<file path="config.mk">
export PLATFORM = sky130hd
export DESIGN_NAME = hdp_device_flat
export DESIGN_NICKNAME = d
export VERILOG_FILES = /design/src/shared/hdp_pkg.sv /design/src/shared/hdp_if.sv /design/src/logic/hdp_device.sv /design/src/flat_wrapper.sv
export VERILOG_INCLUDE_DIRS = /design/src /design/src/shared
export SDC_FILE = /design/constraint.sdc
export NUM_CORES = 1
export LEC_CHECK = 0
export BUFFER_PORTS_ARGS = -buffer_cell sky130_fd_sc_hd__buf_2
export CELL_PAD_IN_SITES_DETAIL_PLACEMENT = 1
export CELL_PAD_IN_SITES_GLOBAL_PLACEMENT = 1
export CORE_ASPECT_RATIO = 0.9
export CORE_MARGIN = 8
export CORE_UTILIZATION = 40
export CTS_CLUSTER_SIZE = 24
export DETAILED_ROUTE_END_ITERATION = 10
export PLACE_DENSITY = 0.89
export SETUP_SLACK_MARGIN = 0.3
export SLEW_MARGIN = 20
export SYNTH_ARGS = -nofsm -noshare
export SYNTH_HDL_FRONTEND = slang
export SYNTH_SLANG_ARGS = --single-unit
</file>
<file path="constraint.sdc">
create_clock -name clock -period 2.9 [get_ports clock]
set_clock_uncertainty 0.05 [all_clocks]
set_input_delay 0.58 -clock clock [delete_from_list [all_inputs] [get_ports clock]]
set_output_delay 0.58 -clock clock [all_outputs]
set_load 0.02 [all_outputs]
</file>
<file path="src/shared/hdp_cfg.svh">
// constants for the host halfword/dword data path
// Notes on behaviour
// host writes dword as two halfword writes
// upper address bits fixed within one pair
// accept halves in either order
// repeated same-half write drops the dword
// host reads dword as two halfword reads
// repeated same-half read restarts pairing, retry
// separate endian select for port and direct
// port path big endian when port bit set
// direct path big endian when direct bit set
// csr and status fifo ignore endian bits
// halfword swap covers every host access
// writes swap then endian; reads reverse order
// little endian: bit1 high gives bytes 3,2
// big endian: bit1 high gives bytes 0,1
// swap only when control is all ones
// stage first half, commit on second
`ifndef HDP_CFG_SVH
`define HDP_CFG_SVH
`define HDP_SWAP_ALL_ONES 32'hffff_ffff
`define HDP_RST_WORD      32'h0000_0000
`define HDP_RST_ADDR      5'h00
`endif

</file>
<file path="src/shared/hdp_pkg.sv">
// types shared by both ends of the host data path
package hdp_pkg;
  // which internal target an access reaches
  typedef enum logic [1:0] {
    TGT_CSR,
    TGT_STATUS_FIFO,
    TGT_DATA_PORT,
    TGT_DATA_DIRECT
  } target_e;
  typedef logic [31:0] dword_t;
  typedef logic [15:0] half_t;
  typedef logic [4:0]  dw_addr_t;
endpackage : hdp_pkg
</file>
<file path="src/shared/hdp_if.sv">
// parallel host bus between the processor end and the device end
`timescale 1ns/1ps
`default_nettype none
interface hdp_if;
  import hdp_pkg::*;
  logic     wr_stb;
  logic     rd_stb;
  dw_addr_t dw_addr;
  logic     halfword_address_bit;
  logic     fifo_sel;
  half_t    wdata;
  half_t    rdata;
  logic     rvalid;
  modport device (
    input  wr_stb, rd_stb, dw_addr, halfword_address_bit, fifo_sel, wdata,
    output rdata, rvalid
  );
  modport host (
    output wr_stb, rd_stb, dw_addr, halfword_address_bit, fifo_sel, wdata,
    input  rdata, rvalid
  );
endinterface : hdp_if
`default_nettype wire

</file>
<file path="src/logic/hdp_device.sv">
// device end: halfword pairing, endian reordering and halfword swap
`timescale 1ns/1ps
`default_nettype none
`include "hdp_cfg.svh"
module hdp_device #(
  parameter int PORT_TOP_DW = 15
) (
  // clock and reset
  input  wire logic            clock,
  input  wire logic            sys_rst,
  // host bus
  hdp_if.device                bus,
  // configuration
  input  wire logic            fifo_port_big_endian,
  input  wire logic            fifo_direct_big_endian,
  input  wire hdp_pkg::dword_t swap_ctrl,
  // internal write side
  output logic                 commit_valid,
  output hdp_pkg::dword_t      commit_data,
  output hdp_pkg::target_e     commit_target,
  output hdp_pkg::dw_addr_t    commit_addr,
  output logic                 write_dropped,
  // internal read side
  output logic                 fetch_req,
  output hdp_pkg::target_e     fetch_target,
  output hdp_pkg::dw_addr_t    fetch_addr,
  input  wire hdp_pkg::dword_t fetch_data,
  output logic                 read_restart
);
  import hdp_pkg::*;

  // =========================================================
  // decoding
  // upper addresses without fifo_sel reach the status fifo, which is endian neutral
  function automatic target_e decode(input dw_addr_t a, input logic sel);
    if (sel) begin
      decode = TGT_DATA_DIRECT;
    end else if (a <= dw_addr_t'(PORT_TOP_DW)) begin
      decode = TGT_DATA_PORT;
    end else begin
      decode = TGT_STATUS_FIFO;
    end
  endfunction : decode

  // separate endian selects
  function automatic logic big_for(input target_e t, input logic pe, input logic de);
    unique case (t)
      // port path select
      TGT_DATA_PORT:   big_for = pe;
      // direct path select
      TGT_DATA_DIRECT: big_for = de;
      // csr and status unaffected
      default:         big_for = 1'b0;
    endcase
  endfunction : big_for

  // reverse bytes for big endian
  function automatic dword_t endian(input dword_t d, input logic big);
    endian = big ? {d[7:0], d[15:8], d[23:16], d[31:24]} : d;
  endfunction : endian

  // swap halves only on exact all ones
  // the swap exchanges the two halves and keeps byte order inside each
  function automatic dword_t hswap(input dword_t d, input logic sw);
    hswap = sw ? {d[15:0], d[31:16]} : d;
  endfunction : hswap

  // =========================================================
  // state
  typedef struct packed {
    // write pairing
    logic     have_w;
    logic     w_half;
    half_t    w_stage;
    // read pairing
    logic     have_r;
    logic     r_half;
    dword_t   r_stage;
    // commit outputs
    logic     cv;
    dword_t   cd;
    target_e  ct;
    dw_addr_t ca;
    logic     wd;
    // fetch outputs
    logic     fr;
    target_e  ft;
    dw_addr_t fa;
    logic     rr;
    // answer on the host bus
    half_t    rd;
    logic     rv;
    // fetch in flight
    logic     pend_rd;
    logic     pend_half;
    logic     pend_big;
  } state_s;

  state_s s_q, s_d;
  logic   swap_on;

  // exact all ones compare
  // a value one bit short of all ones leaves the halves in place
  assign swap_on = (swap_ctrl == `HDP_SWAP_ALL_ONES);

  // =========================================================
  // next state
  // staging, drop and restart decided here; outputs follow one cycle later

  always_comb begin
    target_e t;
    logic    big;
    dword_t  raw;
    dword_t  inw;
    t   = decode(bus.dw_addr, bus.fifo_sel);
    big = big_for(t, fifo_port_big_endian, fifo_direct_big_endian);
    raw = '0;
    inw = '0;
    s_d = s_q;
    s_d.cv = 1'b0;
    s_d.wd = 1'b0;
    s_d.fr = 1'b0;
    s_d.rr = 1'b0;
    s_d.rv = 1'b0;
    s_d.pend_rd = 1'b0;
    if (bus.wr_stb) begin
      if (!s_q.have_w) begin
        // stage first half
        // the first half waits here until its partner arrives
        s_d.have_w  = 1'b1;
        s_d.w_half  = bus.halfword_address_bit;
        s_d.w_stage = bus.wdata;
      end else if (s_q.w_half == bus.halfword_address_bit) begin
        // same half twice drops
        // staging is emptied so the next write opens a fresh pair
        s_d.have_w = 1'b0;
        s_d.wd     = 1'b1;
      end else begin
        // either order accepted
        raw = bus.halfword_address_bit ? {bus.wdata, s_q.w_stage}
                                       : {s_q.w_stage, bus.wdata};
        // swap then endian
        inw = endian(hswap(raw, swap_on), big);
        s_d.have_w = 1'b0;
        s_d.cv     = 1'b1;
        s_d.cd     = inw;
        s_d.ct     = t;
        // second write's address is used; the pair shares its upper bits
        s_d.ca     = bus.dw_addr;
      end
    end
    if (bus.rd_stb) begin
      // second half of a pair is served from the staged dword, no new fetch
      if (s_q.have_r && s_q.r_half != bus.halfword_address_bit) begin
        s_d.have_r = 1'b0;
        s_d.rv     = 1'b1;
        s_d.rd     = bus.halfword_address_bit ? s_q.r_stage[31:16] : s_q.r_stage[15:0];
      end else begin
        // repeat restarts the pairing
        // restart is flagged only when a first half was already held
        s_d.rr        = s_q.have_r;
        s_d.have_r    = 1'b0;
        s_d.fr        = 1'b1;
        s_d.ft        = t;
        s_d.fa        = bus.dw_addr;
        s_d.pend_rd   = 1'b1;
        s_d.pend_half = bus.halfword_address_bit;
        s_d.pend_big  = big;
      end
    end
    // fetch_data must be valid in the same cycle as fetch_req
    // a landing fetch wins over a strobe in the same cycle
    if (s_q.pend_rd) begin
      // endian then swap on reads
      raw = hswap(endian(fetch_data, s_q.pend_big), swap_on);
      s_d.have_r  = 1'b1;
      s_d.r_half  = s_q.pend_half;
      s_d.r_stage = raw;
      s_d.rv      = 1'b1;
      s_d.rd      = s_q.pend_half ? raw[31:16] : raw[15:0];
    end
  end

  // =========================================================
  // state register
  // clearing the whole struct also empties both staging slots
  always_ff @(posedge clock) begin
    if (sys_rst) begin
      s_q <= '0;
    end else begin
      s_q <= s_d;
    end
  end

  // =========================================================
  // outputs, each straight from the state register
  assign commit_valid  = s_q.cv;
  assign commit_data   = s_q.cd;
  assign commit_target = s_q.ct;
  assign commit_addr   = s_q.ca;
  assign write_dropped = s_q.wd;
  assign fetch_req     = s_q.fr;
  assign fetch_target  = s_q.ft;
  assign fetch_addr    = s_q.fa;
  assign read_restart  = s_q.rr;
  assign bus.rdata     = s_q.rd;
  assign bus.rvalid    = s_q.rv;
endmodule : hdp_device
`default_nettype wire

</file>
<file path="src/flat_wrapper.sv">
// flat-port wrapper written by rule: the top's interface ports become plain ports
module hdp_device_flat import hdp_pkg::*;
#(
  parameter int PORT_TOP_DW = 15
)
  (clock, sys_rst, fifo_port_big_endian, fifo_direct_big_endian, swap_ctrl, commit_valid, commit_data, commit_target, commit_addr, write_dropped, fetch_req, fetch_target, fetch_addr, fetch_data, read_restart, bus_wr_stb, bus_rd_stb, bus_dw_addr, bus_halfword_address_bit, bus_fifo_sel, bus_wdata, bus_rdata, bus_rvalid);
  hdp_if bus_i ();
  input  wire logic clock;
  input  wire logic sys_rst;
  input  wire logic fifo_port_big_endian;
  input  wire logic fifo_direct_big_endian;
  input  wire hdp_pkg::dword_t swap_ctrl;
  output logic commit_valid;
  output hdp_pkg::dword_t commit_data;
  output hdp_pkg::target_e commit_target;
  output hdp_pkg::dw_addr_t commit_addr;
  output logic write_dropped;
  output logic fetch_req;
  output hdp_pkg::target_e fetch_target;
  output hdp_pkg::dw_addr_t fetch_addr;
  input  wire hdp_pkg::dword_t fetch_data;
  output logic read_restart;
  input wire logic [$bits(bus_i.wr_stb)-1:0] bus_wr_stb;
  input wire logic [$bits(bus_i.rd_stb)-1:0] bus_rd_stb;
  input wire logic [$bits(bus_i.dw_addr)-1:0] bus_dw_addr;
  input wire logic [$bits(bus_i.halfword_address_bit)-1:0] bus_halfword_address_bit;
  input wire logic [$bits(bus_i.fifo_sel)-1:0] bus_fifo_sel;
  input wire logic [$bits(bus_i.wdata)-1:0] bus_wdata;
  output wire logic [$bits(bus_i.rdata)-1:0] bus_rdata;
  output wire logic [$bits(bus_i.rvalid)-1:0] bus_rvalid;
  assign bus_i.wr_stb = bus_wr_stb;
  assign bus_i.rd_stb = bus_rd_stb;
  assign bus_i.dw_addr = bus_dw_addr;
  assign bus_i.halfword_address_bit = bus_halfword_address_bit;
  assign bus_i.fifo_sel = bus_fifo_sel;
  assign bus_i.wdata = bus_wdata;
  assign bus_rdata = bus_i.rdata;
  assign bus_rvalid = bus_i.rvalid;
  hdp_device #(.PORT_TOP_DW(PORT_TOP_DW)) u_core (.clock(clock), .sys_rst(sys_rst), .bus(bus_i), .fifo_port_big_endian(fifo_port_big_endian), .fifo_direct_big_endian(fifo_direct_big_endian), .swap_ctrl(swap_ctrl), .commit_valid(commit_valid), .commit_data(commit_data), .commit_target(commit_target), .commit_addr(commit_addr), .write_dropped(write_dropped), .fetch_req(fetch_req), .fetch_target(fetch_target), .fetch_addr(fetch_addr), .fetch_data(fetch_data), .read_restart(read_restart));
endmodule
</file>
After elaboration in Yosys (flattened, before gate mapping) --
Index checks and enable logic that the tools add are counted.
Word-level totals: register bits 122, latch bits 0, RAM bits 0, bits in read-only memories 0, bits of input ports 93, output and inout port bits 67, memories kept 0
Cells by class: add/sub/neg operators 0, multiply operators 0, divide/modulo/power cells 0, magnitude comparators 1, equal/unequal tests 5, shift operators 0, multiplexer cells 20, bitwise logic cells 5, reductions and logical operators 10
Operator list (count):
- $mux 32 | 5
- $mux 40 | 1
- $mux 17 | 2
- $mux 34 | 1
- $eq 32x32->1 const B | 1
- $mux 16 | 2
- $mux 20 | 1
- $mux 9 | 1
- $reduce_and 2->1 | 3
- $reduce_or 3->1 | 2
- $le 5x4->1 const B | 1
- $not 1->1 | 5
- $eq 2x2->1 const B | 2
- $mux 2 | 2
- $reduce_bool 2->1 | 2
- $mux 1 | 3
- $mux 3 | 1
- $reduce_and 3->1 | 1
- $pmux 1 s2 | 1
- $reduce_or 2->1 | 1
- $eq 1x1->1 | 1
- $logic_and 1x1->1 | 1
- $ne 1x1->1 | 1

Logic depth before layout (Yosys ltp) --
Gate-level depths: netlist of the first run.
depth after elaboration 8, gate-level depth with buffers 8, depth with buffers taken out 6

Least setup slack after synthesis of the first run --
OpenSTA, ideal clock, no wires.
path kind input-to-reg, start input port swap_ctrl[15], end register u_core.s_q (netlist bit u_core.bus.rdata[10]), arrival 2.127 ns, data required time 2.776 ns, path slack 0.649 ns, cell stages on the path 7, path through nand4_1 nor4_2 nand2_4 xor2_1 clkbuf_1 nand3_1 a31oi_1
On the way: word-level cells in the longest chain between the ends 4
RTL lines:
- start: declaration | line flat_wrapper.sv:12 | input wire hdp_pkg::dword_t swap_ctrl;
- $eq 32x32->1 (no source line)
- $mux 32 | line hdp_device.sv:65 | hswap = sw ? {d[15:0], d[31:16]} : d;
- $mux 16 | line hdp_device.sv:180 | s_d.rd = s_q.pend_half ? raw[31:16] : raw[15:0];
- $mux 17 | line hdp_device.sv:173 | if (s_q.pend_rd) begin
- end signal: assignment | line hdp_device.sv:189 | s_q <= '0;
- end signal: assignment | line hdp_device.sv:191 | s_q <= s_d;
- end: declaration | line hdp_device.sv:99 | state_s s_q, s_d;
Every way passes these cells. A chain may end at the register's enable or synchronous reset.

Final worst setup path of the first run --
start input port swap_ctrl[23], end register u_core.s_q (netlist bit u_core.bus.rdata[15])
Same word-level chain as after synthesis.

==> impl_metrics.csv, run 1 <==
group,metric,value,unit
critical_path,cp-start-kind,"primary input",
global_route,grt_pass1_vias,5872,
logic_synthesis,synth_top_family_by_area,"multiplexers",
critical_path,cp-endpoint,"u_core.bus.rdata[15]$_SDFFE_PP0P_",
critical_path,crit_fanout,16,
sta,max_clock_freq,0.476,GHz
logic_synthesis,synthFlopType,"dfxtp_1",
critical_path,timing.rr.start,"u_core.s_q[0]$_SDFFE_PP0P_",
detailed_routing,routedWlPerCell,19.1,um
detailed_routing,wl_met2,9410,um
sta,max_slew_margin,0.360,
critical_path,crit_top_cell,"buf_4",
detailed_routing,highest-signal-layer,"met4",
logic_synthesis,synth_most_common_cell,"dfxtp_1",
logic_synthesis,synth_warnings,0,
sta,setup_viol,0,
layout,diodes,0,
critical_path,crit_cells,9,
logic_synthesis,synth.distinct_cells,34,
power_and_ir_drop,p_int,3.32,mW
detailed_routing,vias_per_cell,5.46,
detailed_routing,firstDrtPassIters,4,
cts,ctsHoldBuffers,0,
sta,fin_crit_sh,0.724,
detailed_routing,drt_iter0_markers,234,
cts,worstSkewPairLatency,0.42,ns
sta,period_minus_slack,2.10,ns
floorplan,fp.coreArea,0.0159,sq mm
min_path,hold_path.class,"in2reg",
power_and_ir_drop,powerDensity,607,mW/mm^2
detailed_routing,ant_nets,0,
sta,timing.setup.tns,0,ns
logic_synthesis,synth_top_area_frac,0.377,
floorplan,start_util,0.404,
min_path,hold_path_startpoint,"bus_dw_addr[0]",
power_and_ir_drop,p_leak,3.21,nW
cts,post_cts_buffers,0,
cts,htree_levels,4,
critical_path,critPathKind,"in2reg",
cts,ctsResizeCount,0,
cts,cts_tree,"done",
cts,clockBufferDepth,2,
critical_path,max_stage_delay,0.39,ns
detailed_routing,dr_wl_met3,1350,um
critical_path,critPathLaunch,"swap_ctrl[23]",
logic_synthesis,synth_fp_nets,790,
critical_path,end_kind,"register",
cts,cts_inserted_buffers,17,
power_and_ir_drop,switching_share,0.272,
power_and_ir_drop,ir_worst_vdd,0.430,mV
power_and_ir_drop,p_switching,1.24,mW
cts,clockRootBuffer,"clkbuf_16",
critical_path,r2r_cells,5,
layout,area_delta_synth_final,17.0,%
logic_synthesis,yosysTopAreaCell,"dfxtp_1",
global_route,overflow,0,
cts,clock_sinks,121,
cts,clkSlewWorstSetupHoldPaths,0.06,ns
layout,fin_area,0.00751,sq mm
floorplan,rows,44,
power_and_ir_drop,power.share.sequential,0.398,
logic_synthesis,synthAdderAreaFrac,0,
detailed_routing,m1WireLength,7950,um
flow_run,max_cap_violations,0,
sta,hold_viol,0,
critical_path,required,3.18,ns
detailed_routing,finalWirelength,19100,um
floorplan,ios,160,
floorplan,die_h,136,um
critical_path,cp.arrival,2.38,ns
critical_path,critPathSlowestCell,"nor4_2",
global_route,grt_pass1_wl,30500,um
detailed_routing,vias,5466,
place,hpwlAfterDp,13000,um
logic_synthesis,postSynthCellCount,697,
critical_path,path_delay_family,"simple AND/OR/NAND/NOR gates",
logic_synthesis,synth_area_per_cell,9.21,sq um
logic_synthesis,yosys.area_share.simple,0.124,
global_route,antenna_found_initial,0,
logic_synthesis,synth_compound_area_frac,0.133,
layout,fin_nets,874,
power_and_ir_drop,clkPwrFrac,0.453,
logic_synthesis,synth_area_leaders,"dfxtp_1 (38%), mux2i_1 (13%), mux2_2 (11%)",
sta,rsz0062_at_grt,"false",
logic_synthesis,synthTopCellsByCount,"dfxtp_1 (121), mux2i_1 (81), buf_4 (65)",
critical_path,r2r_slack,1.00,ns
place,preCtsSetupSlack,0.454,ns
layout,layout-drive-gt1-share,0.356,
logic_synthesis,muxShareOfSynthArea,0.239,
detailed_routing,drt_drc_violations_left,0,
global_route,grt_max_degree,88,
logic_synthesis,syn-cell-area,0.00642,sq mm
sta,worst_pin_slew,0.961,ns
logic_synthesis,yosys_register_bits,121,
logic_synthesis,synth-xor-area-share,0.0140,
logic_synthesis,synth-seq-area-share,0.377,
run_status,outcome,"completed",
floorplan,fp.dieW,150,um
place,portBuffers,159,
power_and_ir_drop,pwr-share-comb,0.149,
logic_synthesis,synth-edff-count,0,
place,gp_congestion,0.793,
critical_path,worstPathCellList,"buf_2, nand4_1, nor4_2, nand2_4, buf_4, xor2_1, buf_4, nand3_1, a31oi_1",
place,placedInstanceArea,0.00693,sq mm
global_route,gr-usage-all-layers,0.189,
sta,final_max_slew_viol_count,0,
floorplan,die_area,0.0204,sq mm
sta,worst_slack,0.800,ns
critical_path,regToRegEndpoint,"u_core.s_q[101]$_SDFFE_PP0P_",
logic_synthesis,async_flop_share,0,
critical_path,crit_buf_inv,3,
==> cell families (layout without fill, tap and decap cells) <==
| kind of cell | after synthesis | in the layout |
|---|---|---|
| AOI/OAI and AO/OA | 128 | 128 |
| buffers and inverters | 117 | 214 |
| DFF | 121 | 121 |
| and+or+nand+nor | 180 | 180 |
| xor gates and xnor gates | 6 | 6 |
| muxes | 145 | 145 |
==> flip-flops by register name (all words and copies together) (netlist names) <==
register and cells:
u_core.commit_data 32, u_core.commit_addr 5, u_core.bus.rdata 16, u_core.write_dropped 1, u_core.fetch_target 2, u_core.read_restart 1, u_core.fetch_addr 5, u_core.commit_target 2
u_core.bus.rvalid 1, u_core.commit_valid 1, u_core.s_q 55
==> worst reg2reg max path: cells and delay by family (launching register included) <==
kind / cells / cell delay [ns]
buffers and inverters: 1 / 0.39
flip-flops: 1 / 0.30
multiplexers: 3 / 0.96
AND/OR/NAND/NOR: 1 / 0.06
==> final cells by class <==
type                    count  area (sq um)
flip-flops and latches    121          2430
multi-input cells         459          3280
clock buffers              23           489
well taps                 207           259
inverters                   2          7.51
repair buffers            180           966
clock inverters             9          88.8
fillers                  1876          8400
==> power by group through the flow <==
| stage | Clock [mW] | Combinational [mW] | Sequential, mW |
|---|---|---|---|
| finish | 2.06 | 0.680 | 1.81 |
| floorplan | 0 | 0.512 | 1.83 |
| global route | 2.17 | 0.743 | 1.82 |
| detailed placement | 0 | 0.672 | 1.85 |
| global placement | 0 | 0.649 | 1.84 |
| CTS | 2.09 | 0.684 | 1.81 |
==> worst min path at each step <==
stage | end | slack [ns] | cells past startpoint
floorplan | u_core.commit_addr[0]$_SDFFE_PP0P_ | 0.39 | 2
global placement | u_core.fetch_addr[3]$_SDFFE_PP0P_ | 0.39 | 2
detailed placement | u_core.fetch_addr[0]$_SDFFE_PP0P_ | 0.40 | 2
CTS | u_core.commit_addr[0]$_SDFFE_PP0P_ | 0.34 | 3
global route | u_core.s_q[107]$_SDFFE_PP0P_ | 0.38 | 3
finish | u_core.commit_addr[0]$_SDFFE_PP0P_ | 0.36 | 3
==> cell usage in the layout (no fill, tap or decap), drive strengths merged, types with 3 or more instances in the layout <==
| cell type | n |
|---|---|
| buf | 180 |
| dfxtp | 121 |
| mux2i | 81 |
| mux2 | 64 |
| nand2 | 62 |
| nor2 | 62 |
| a21oi | 58 |
| nand3 | 38 |
| a221oi | 27 |
| clkbuf | 23 |
| a211o | 16 |
| a31oi | 16 |
| nand4 | 8 |
| o221ai | 5 |
| a211oi | 5 |
| clkinv | 5 |
| xor2 | 4 |
| clkinvlp | 3 |
==> stage by stage <==
| stage | utilization | power, mW | hold WS, ns | std cells |
|---|---|---|---|---|
| detailed placement | 0.436 | 2.52 | 0.400 | 969 |
| CTS | 0.472 | 4.59 | 0.341 | 1001 |
| finish | 0.472 | 4.56 | 0.364 | 1001 |
| floorplan | - | 2.34 | 0.387 | 697 |
| global placement | 0.436 | 2.49 | 0.390 | 969 |
| global route | 0.472 | 4.74 | 0.376 | 1001 |
==> per-layer routing <==
metal  track usage  vias up
met5             0        -
met4        0.0790        0
met3        0.0522       31
li1              -     2608
met1         0.219     2660
met2         0.322      167
Power figures use the tool's default switching activity.
==> run 2, diff against run 1 <==
clock period = 2 ns   (was 2.9 ns; I/O delays follow)
==> impl_metrics.csv, run 2 (same netlist as run 1, synthesis figures left out) <==
group,metric,value,unit
floorplan,ios,160,
floorplan,start_util,0.404,
layout,nFillCells,1830,
place,preCtsSetupSlack,-0.344,ns
sta,max_clock_freq,0.552,GHz
floorplan,fp.coreArea,0.0159,sq mm
place,portBuffers,159,
power_and_ir_drop,finalPower,6.68,mW
detailed_routing,drt_drc_violations_left,0,
critical_path,critPathKind,"in2reg",
detailed_routing,vias,5814,
global_route,met2_usage,0.340,
critical_path,regToRegEndpoint,"u_core.s_q[100]$_SDFFE_PP0P_",
critical_path,cp-start-kind,"primary input",
cts,ctsHoldBuffers,0,
global_route,grt_use_met3,0.0609,
power_and_ir_drop,p_leak,3.42,nW
layout,largest_register_ffs,55,
critical_path,r2r_slack,0.33,ns
sta,setup_viol,0,
sta,hold_viol,0,
cts,clockRootBuffer,"clkbuf_16",
critical_path,cp.arrival,2.09,ns
critical_path,crit_fanout,6,
layout,final_cell_mix,"buf_2 (147), dfxtp_1 (119), mux2_2 (64), nand2_1 (60), nor2_1 (59)",
floorplan,rows,44,
floorplan,die_area,0.0204,sq mm
power_and_ir_drop,powerDensity,814,mW/mm^2
cts,cts_tree,"done",
global_route,grt_pass1_vias,6088,
flow_run,max_cap_violations,0,
cts,clock_sinks,121,
global_route,overflow,0,
sta,final_max_slew_viol_count,0,
global_route,gr-usage-met1,0.230,
critical_path,end_kind,"register",
min_path,min_path_cells,3,
layout,layout-drive-gt1-share,0.434,
min_path,hold_path.class,"in2reg",
layout,regMostFlops,"u_core.s_q",
sta,period_minus_slack,1.81,ns
run_status,outcome,"completed",
sta,worst_slack,0.187,ns
place,gp_congestion,0.817,
cts,cts_inserted_buffers,17,
place,hpwlAfterDp,13600,um
sta,max_slew_margin,0.676,
detailed_routing,routedWlPerCell,21.8,um
detailed_routing,finalWirelength,22100,um
cts,htree_levels,4,
detailed_routing,vias_per_cell,5.72,
layout,fin_nets,888,
global_route,gr-usage-all-layers,0.204,
global_route,grt_pass1_wl,32400,um
critical_path,r2r_cells,5,
layout,area_delta_synth_final,27.7,%
layout,final_common_cell,"buf_2",
power_and_ir_drop,ir_worst_vdd,0.634,mV
detailed_routing,drt_iter0_markers,333,
floorplan,die_h,136,um
cts,clockBufferDepth,2,
critical_path,required,2.28,ns
min_path,hold-path-endpoint,"u_core.commit_addr[1]$_SDFFE_PP0P_",
global_route,busiest_layer,"met2",
detailed_routing,ant_nets,0,
min_path,hold_path_startpoint,"bus_dw_addr[1]",
sta,fin_crit_sh,0.906,
sta,worst_pin_slew,0.485,ns
sta,hold_slack,0.178,ns
critical_path,timing.rr.start,"u_core.s_q[0]$_SDFFE_PP0P_",
floorplan,fp.dieW,150,um
detailed_routing,firstDrtPassIters,4,
global_route,antenna_found_initial,3,
cts,clkSlewWorstSetupHoldPaths,0.07,ns
cts,worstSkewPairLatency,0.44,ns
sta,rsz0062_at_grt,"true",
global_route,grt_max_degree,88,
==> run 2: how the worst max path moves through the flow <==
stage	from	endpoint	slack, ns	cells after the start
after global routing	swap_ctrl[28]	u_core.commit_data[0]$_SDFFE_PP0P_	0.13	9
final	swap_ctrl[28]	u_core.commit_data[4]$_SDFFE_PP0P_	0.19	9
after floorplan	swap_ctrl[15]	u_core.commit_data[3]$_SDFFE_PP0P_	-0.01	7
after detailed placement	swap_ctrl[15]	u_core.commit_data[11]$_SDFFE_PP0P_	-0.34	8
after global placement	swap_ctrl[22]	u_core.commit_data[3]$_SDFFE_PP0P_	-0.29	8
after CTS	swap_ctrl[0]	u_core.commit_data[23]$_SDFFE_PP0P_	0.20	10
==> run 2: where the power goes <==
group | internal [mW] | leakage (nW) | switching (mW)
Sequential | 2.54 | 0.990 | 0.113
Combinational | 0.527 | 2.17 | 0.643
Clock | 1.65 | 0.266 | 1.20
==> run 2: metal layers <==
layer / routed length (um) / part of all wire
met1: 8790 / 0.40
met2: 11100 / 0.50
met3: 1530 / 0.069
met4: 688 / 0.031
met5: 27 / 0.0012
==> run 2: timing repair <==
action	4_1_cts	5_1_grt
pin swaps	6	9
gates resized for setup	44	41
endpoints found under the setup margin	75	59
cloned	0	3
buffers inserted	3	1
==> run 2: stage by stage <==
step,instances,utilization,setup TNS (ns),area (sq um)
2_1_floorplan,697,-,-0.0337,6440
3_3_place_gp,976,0.445,-12.79,7090
3_5_place_dp,976,0.445,-18.31,7090
4_1_cts,1011,0.496,0,7890
5_1_grt,1016,0.516,0,8200
6_report,1016,0.516,0,8200
==> run 2: worst max-delay path, stage by stage <==
cell and delay (ns):
buf_6 0.07, nand4_1 0.14, nor4_4 0.37, nand2_4 0.12
xor2_4 0.17, buf_12 0.15, clkbuf_16 0.16, mux2i_2 0.16
a221oi_1 0.33
==> run 2: cell type report <==
cell class / instances / area (sq um) / share of cell area
antenna: 1 / 2.50 / 0.000305
sequential: 121 / 2430 / 0.296
multi-input combinational: 459 / 3610 / 0.440
tap: 207 / 259 / 0.0316
clock inverter: 13 / 95.1 / 0.0116
inverter: 2 / 7.51 / 0.000915
timing repair buffer: 194 / 1350 / 0.165
clock buffer: 19 / 453 / 0.0552
==> run 3, diff against run 2 <==
CORE_MARGIN = 5   (was 8)
TNS_END_PERCENT = 5   (was unset)
==> impl_metrics.csv, run 3 (same netlist as run 1, synthesis figures left out) <==
group,metric,value,unit
sta,rsz0062_at_grt,"true",
layout,fin_cells,1012,
critical_path,critPathKind,"in2reg",
global_route,gr-usage-all-layers,0.212,
detailed_routing,firstDrtPassIters,5,
place,portBuffers,159,
power_and_ir_drop,powerDensity,898,mW/mm^2
detailed_routing,drt_drc_violations_left,0,
power_and_ir_drop,p_leak,3.38,nW
power_and_ir_drop,clkPwrFrac,0.477,
sta,period_minus_slack,1.93,ns
layout,layout-drive-gt1-share,0.399,
power_and_ir_drop,p_int,5.14,mW
cts,ctsHoldBuffers,0,
cts,clockRootBuffer,"clkbuf_16",
detailed_routing,vias,5755,
flow_run,max_cap_violations,0,
power_and_ir_drop,ir_worst_vdd,0.658,mV
power_and_ir_drop,p_switching,2.00,mW
sta,worst_pin_slew,0.667,ns
cts,clock_sinks,121,
critical_path,critPathSlowestCell,"nor4_4",
power_and_ir_drop,finalPower,7.14,mW
global_route,overflow,0,
critical_path,worstPathCellList,"buf_6, nand4_1, nor4_4, nand2_4, xor2_4, buf_12, clkbuf_16, mux2i_1, o221ai_1",
detailed_routing,ant_nets,0,
place,dp.cells,977,
critical_path,cp.arrival,2.15,ns
global_route,grt_pass1_wl,31000,um
cts,htree_levels,4,
floorplan,rows,44,
layout,nFillCells,1832,
layout,final_cell_mix,"buf_2 (156), dfxtp_1 (120), mux2i_1 (66), mux2_2 (64), nand2_1 (61)",
sta,max_slew_margin,0.555,
sta,hold_slack,0.186,ns
cts,worstSkewPairLatency,0.43,ns
min_path,hold_path.class,"in2reg",
sta,worst_slack,0.0682,ns
place,gp_congestion,0.832,
floorplan,die_h,130,um
detailed_routing,vias_per_cell,5.69,
detailed_routing,routedWlPerCell,20.9,um
critical_path,crit_buf_inv,3,
critical_path,cp-start-kind,"primary input",
critical_path,max_stage_delay,0.36,ns
layout,regMostFlops,"u_core.s_q",
critical_path,end_kind,"register",
cts,cts_inserted_buffers,17,
global_route,antenna_found_initial,0,
layout,largest_register_ffs,55,
cts,cts_tree,"done",
detailed_routing,finalWirelength,21100,um
power_and_ir_drop,pwr-share-comb,0.154,
place,hpwlAfterDp,13300,um
floorplan,start_util,0.402,
global_route,grt_max_degree,62,
floorplan,die_area,0.0187,sq mm
critical_path,crit_fanout,5,
power_and_ir_drop,switching_share,0.281,
layout,final_util,0.498,
layout,diodes,0,
detailed_routing,drt_iter0_markers,336,
floorplan,ios,160,
floorplan,fp.dieW,144,um
global_route,grt_pass1_vias,5885,
layout,final_common_cell,"buf_2",
sta,fin_crit_sh,0.966,
sta,max_clock_freq,0.518,GHz
run_status,outcome,"completed",
sta,setup_viol,0,
cts,clockBufferDepth,2,
critical_path,path_delay_family,"simple AND/OR/NAND/NOR gates",
cts,clkSlewWorstSetupHoldPaths,0.07,ns
floorplan,fp.coreArea,0.0160,sq mm
layout,fin_nets,885,
critical_path,required,2.22,ns
layout,area_delta_synth_final,23.9,%
power_and_ir_drop,power.share.sequential,0.369,
place,preCtsSetupSlack,-0.279,ns
sta,final_max_slew_viol_count,0,
sta,hold_viol,0,
run 3: changes by cell type in the layout (fill, tap and decap cells not counted), moves of 8 or more:
cell,before,now
buf_2,147,156
a221oi_2,16,8
a221oi_1,11,19
mux2i_2,21,12
buf_6,19,3
mux2i_1,53,66
run 3: final timing paths:
| kind | from | to | slack [ns] | cells after the start |
|---|---|---|---|---|
| worst max-delay path | swap_ctrl[28] | u_core.commit_data[0]$_SDFFE_PP0P_ | 0.07 | 9 |
| worst min-delay path | bus_dw_addr[0] | u_core.fetch_addr[0]$_SDFFE_PP0P_ | 0.19 | 3 |
| worst max register to register | u_core.s_q[0]$_SDFFE_PP0P_ | u_core.s_q[72]$_SDFFE_PP0P_ | 0.30 | 5 |
| worst min register to register | u_core.fetch_addr[2]$_SDFFE_PP0P_ | u_core.fetch_addr[2]$_SDFFE_PP0P_ | 0.41 | 2 |
run 3: worst min-delay path, cell delays in order:
cell and delay, ns:
buf_2 0.11, nand2_1 0.05, a21oi_1 0.05
run 3: repair_timing:
action	CTS	global route
buffers inserted	0	1
resized for setup	8	25
setup endpoints to repair	46	78
cloned	0	2
pin swaps	0	8
run 3: per-stage QoR:
stage / setup TNS, ns / instance area, sq um
after global routing: -0.0112 / 7960
final: 0 / 7960
after floorplan: -0.0312 / 6430
after global placement: -6.42 / 7080
after detailed placement: -13.12 / 7080
after CTS: 0 / 7750
run 3: layer usage:
| metal | global-route usage | vias to the layer above | routed length, um |
|---|---|---|---|
| met5 | 0 | - | 0 |
| met4 | 0.0764 | 0 | 697 |
| met3 | 0.0564 | 64 | 1260 |
| met2 | 0.381 | 217 | 10800 |
| met1 | 0.242 | 2826 | 8380 |
| li1 | - | 2648 | - |
run 3: area by class of cell:
type | count | area, sq um | area share
multi-input cells | 459 | 3420 | 0.430
flip-flops and latches | 121 | 2430 | 0.305
repair buffers | 191 | 1200 | 0.151
clock buffers | 17 | 425 | 0.0535
well taps | 207 | 259 | 0.0326
clock inverters | 15 | 210 | 0.0264
inverters | 2 | 7.51 | 0.000944
run 3: power by group through the flow:
stage                     Sequential (mW)  Clock, mW  Combinational [mW]
final                                2.64       3.41                1.10
after detailed placement             2.68          0                1.01
after global placement               2.67          0               0.970
after floorplan                      2.65          0               0.742
after CTS                            2.63       3.42                1.04
after global routing                 2.65       3.55                1.18
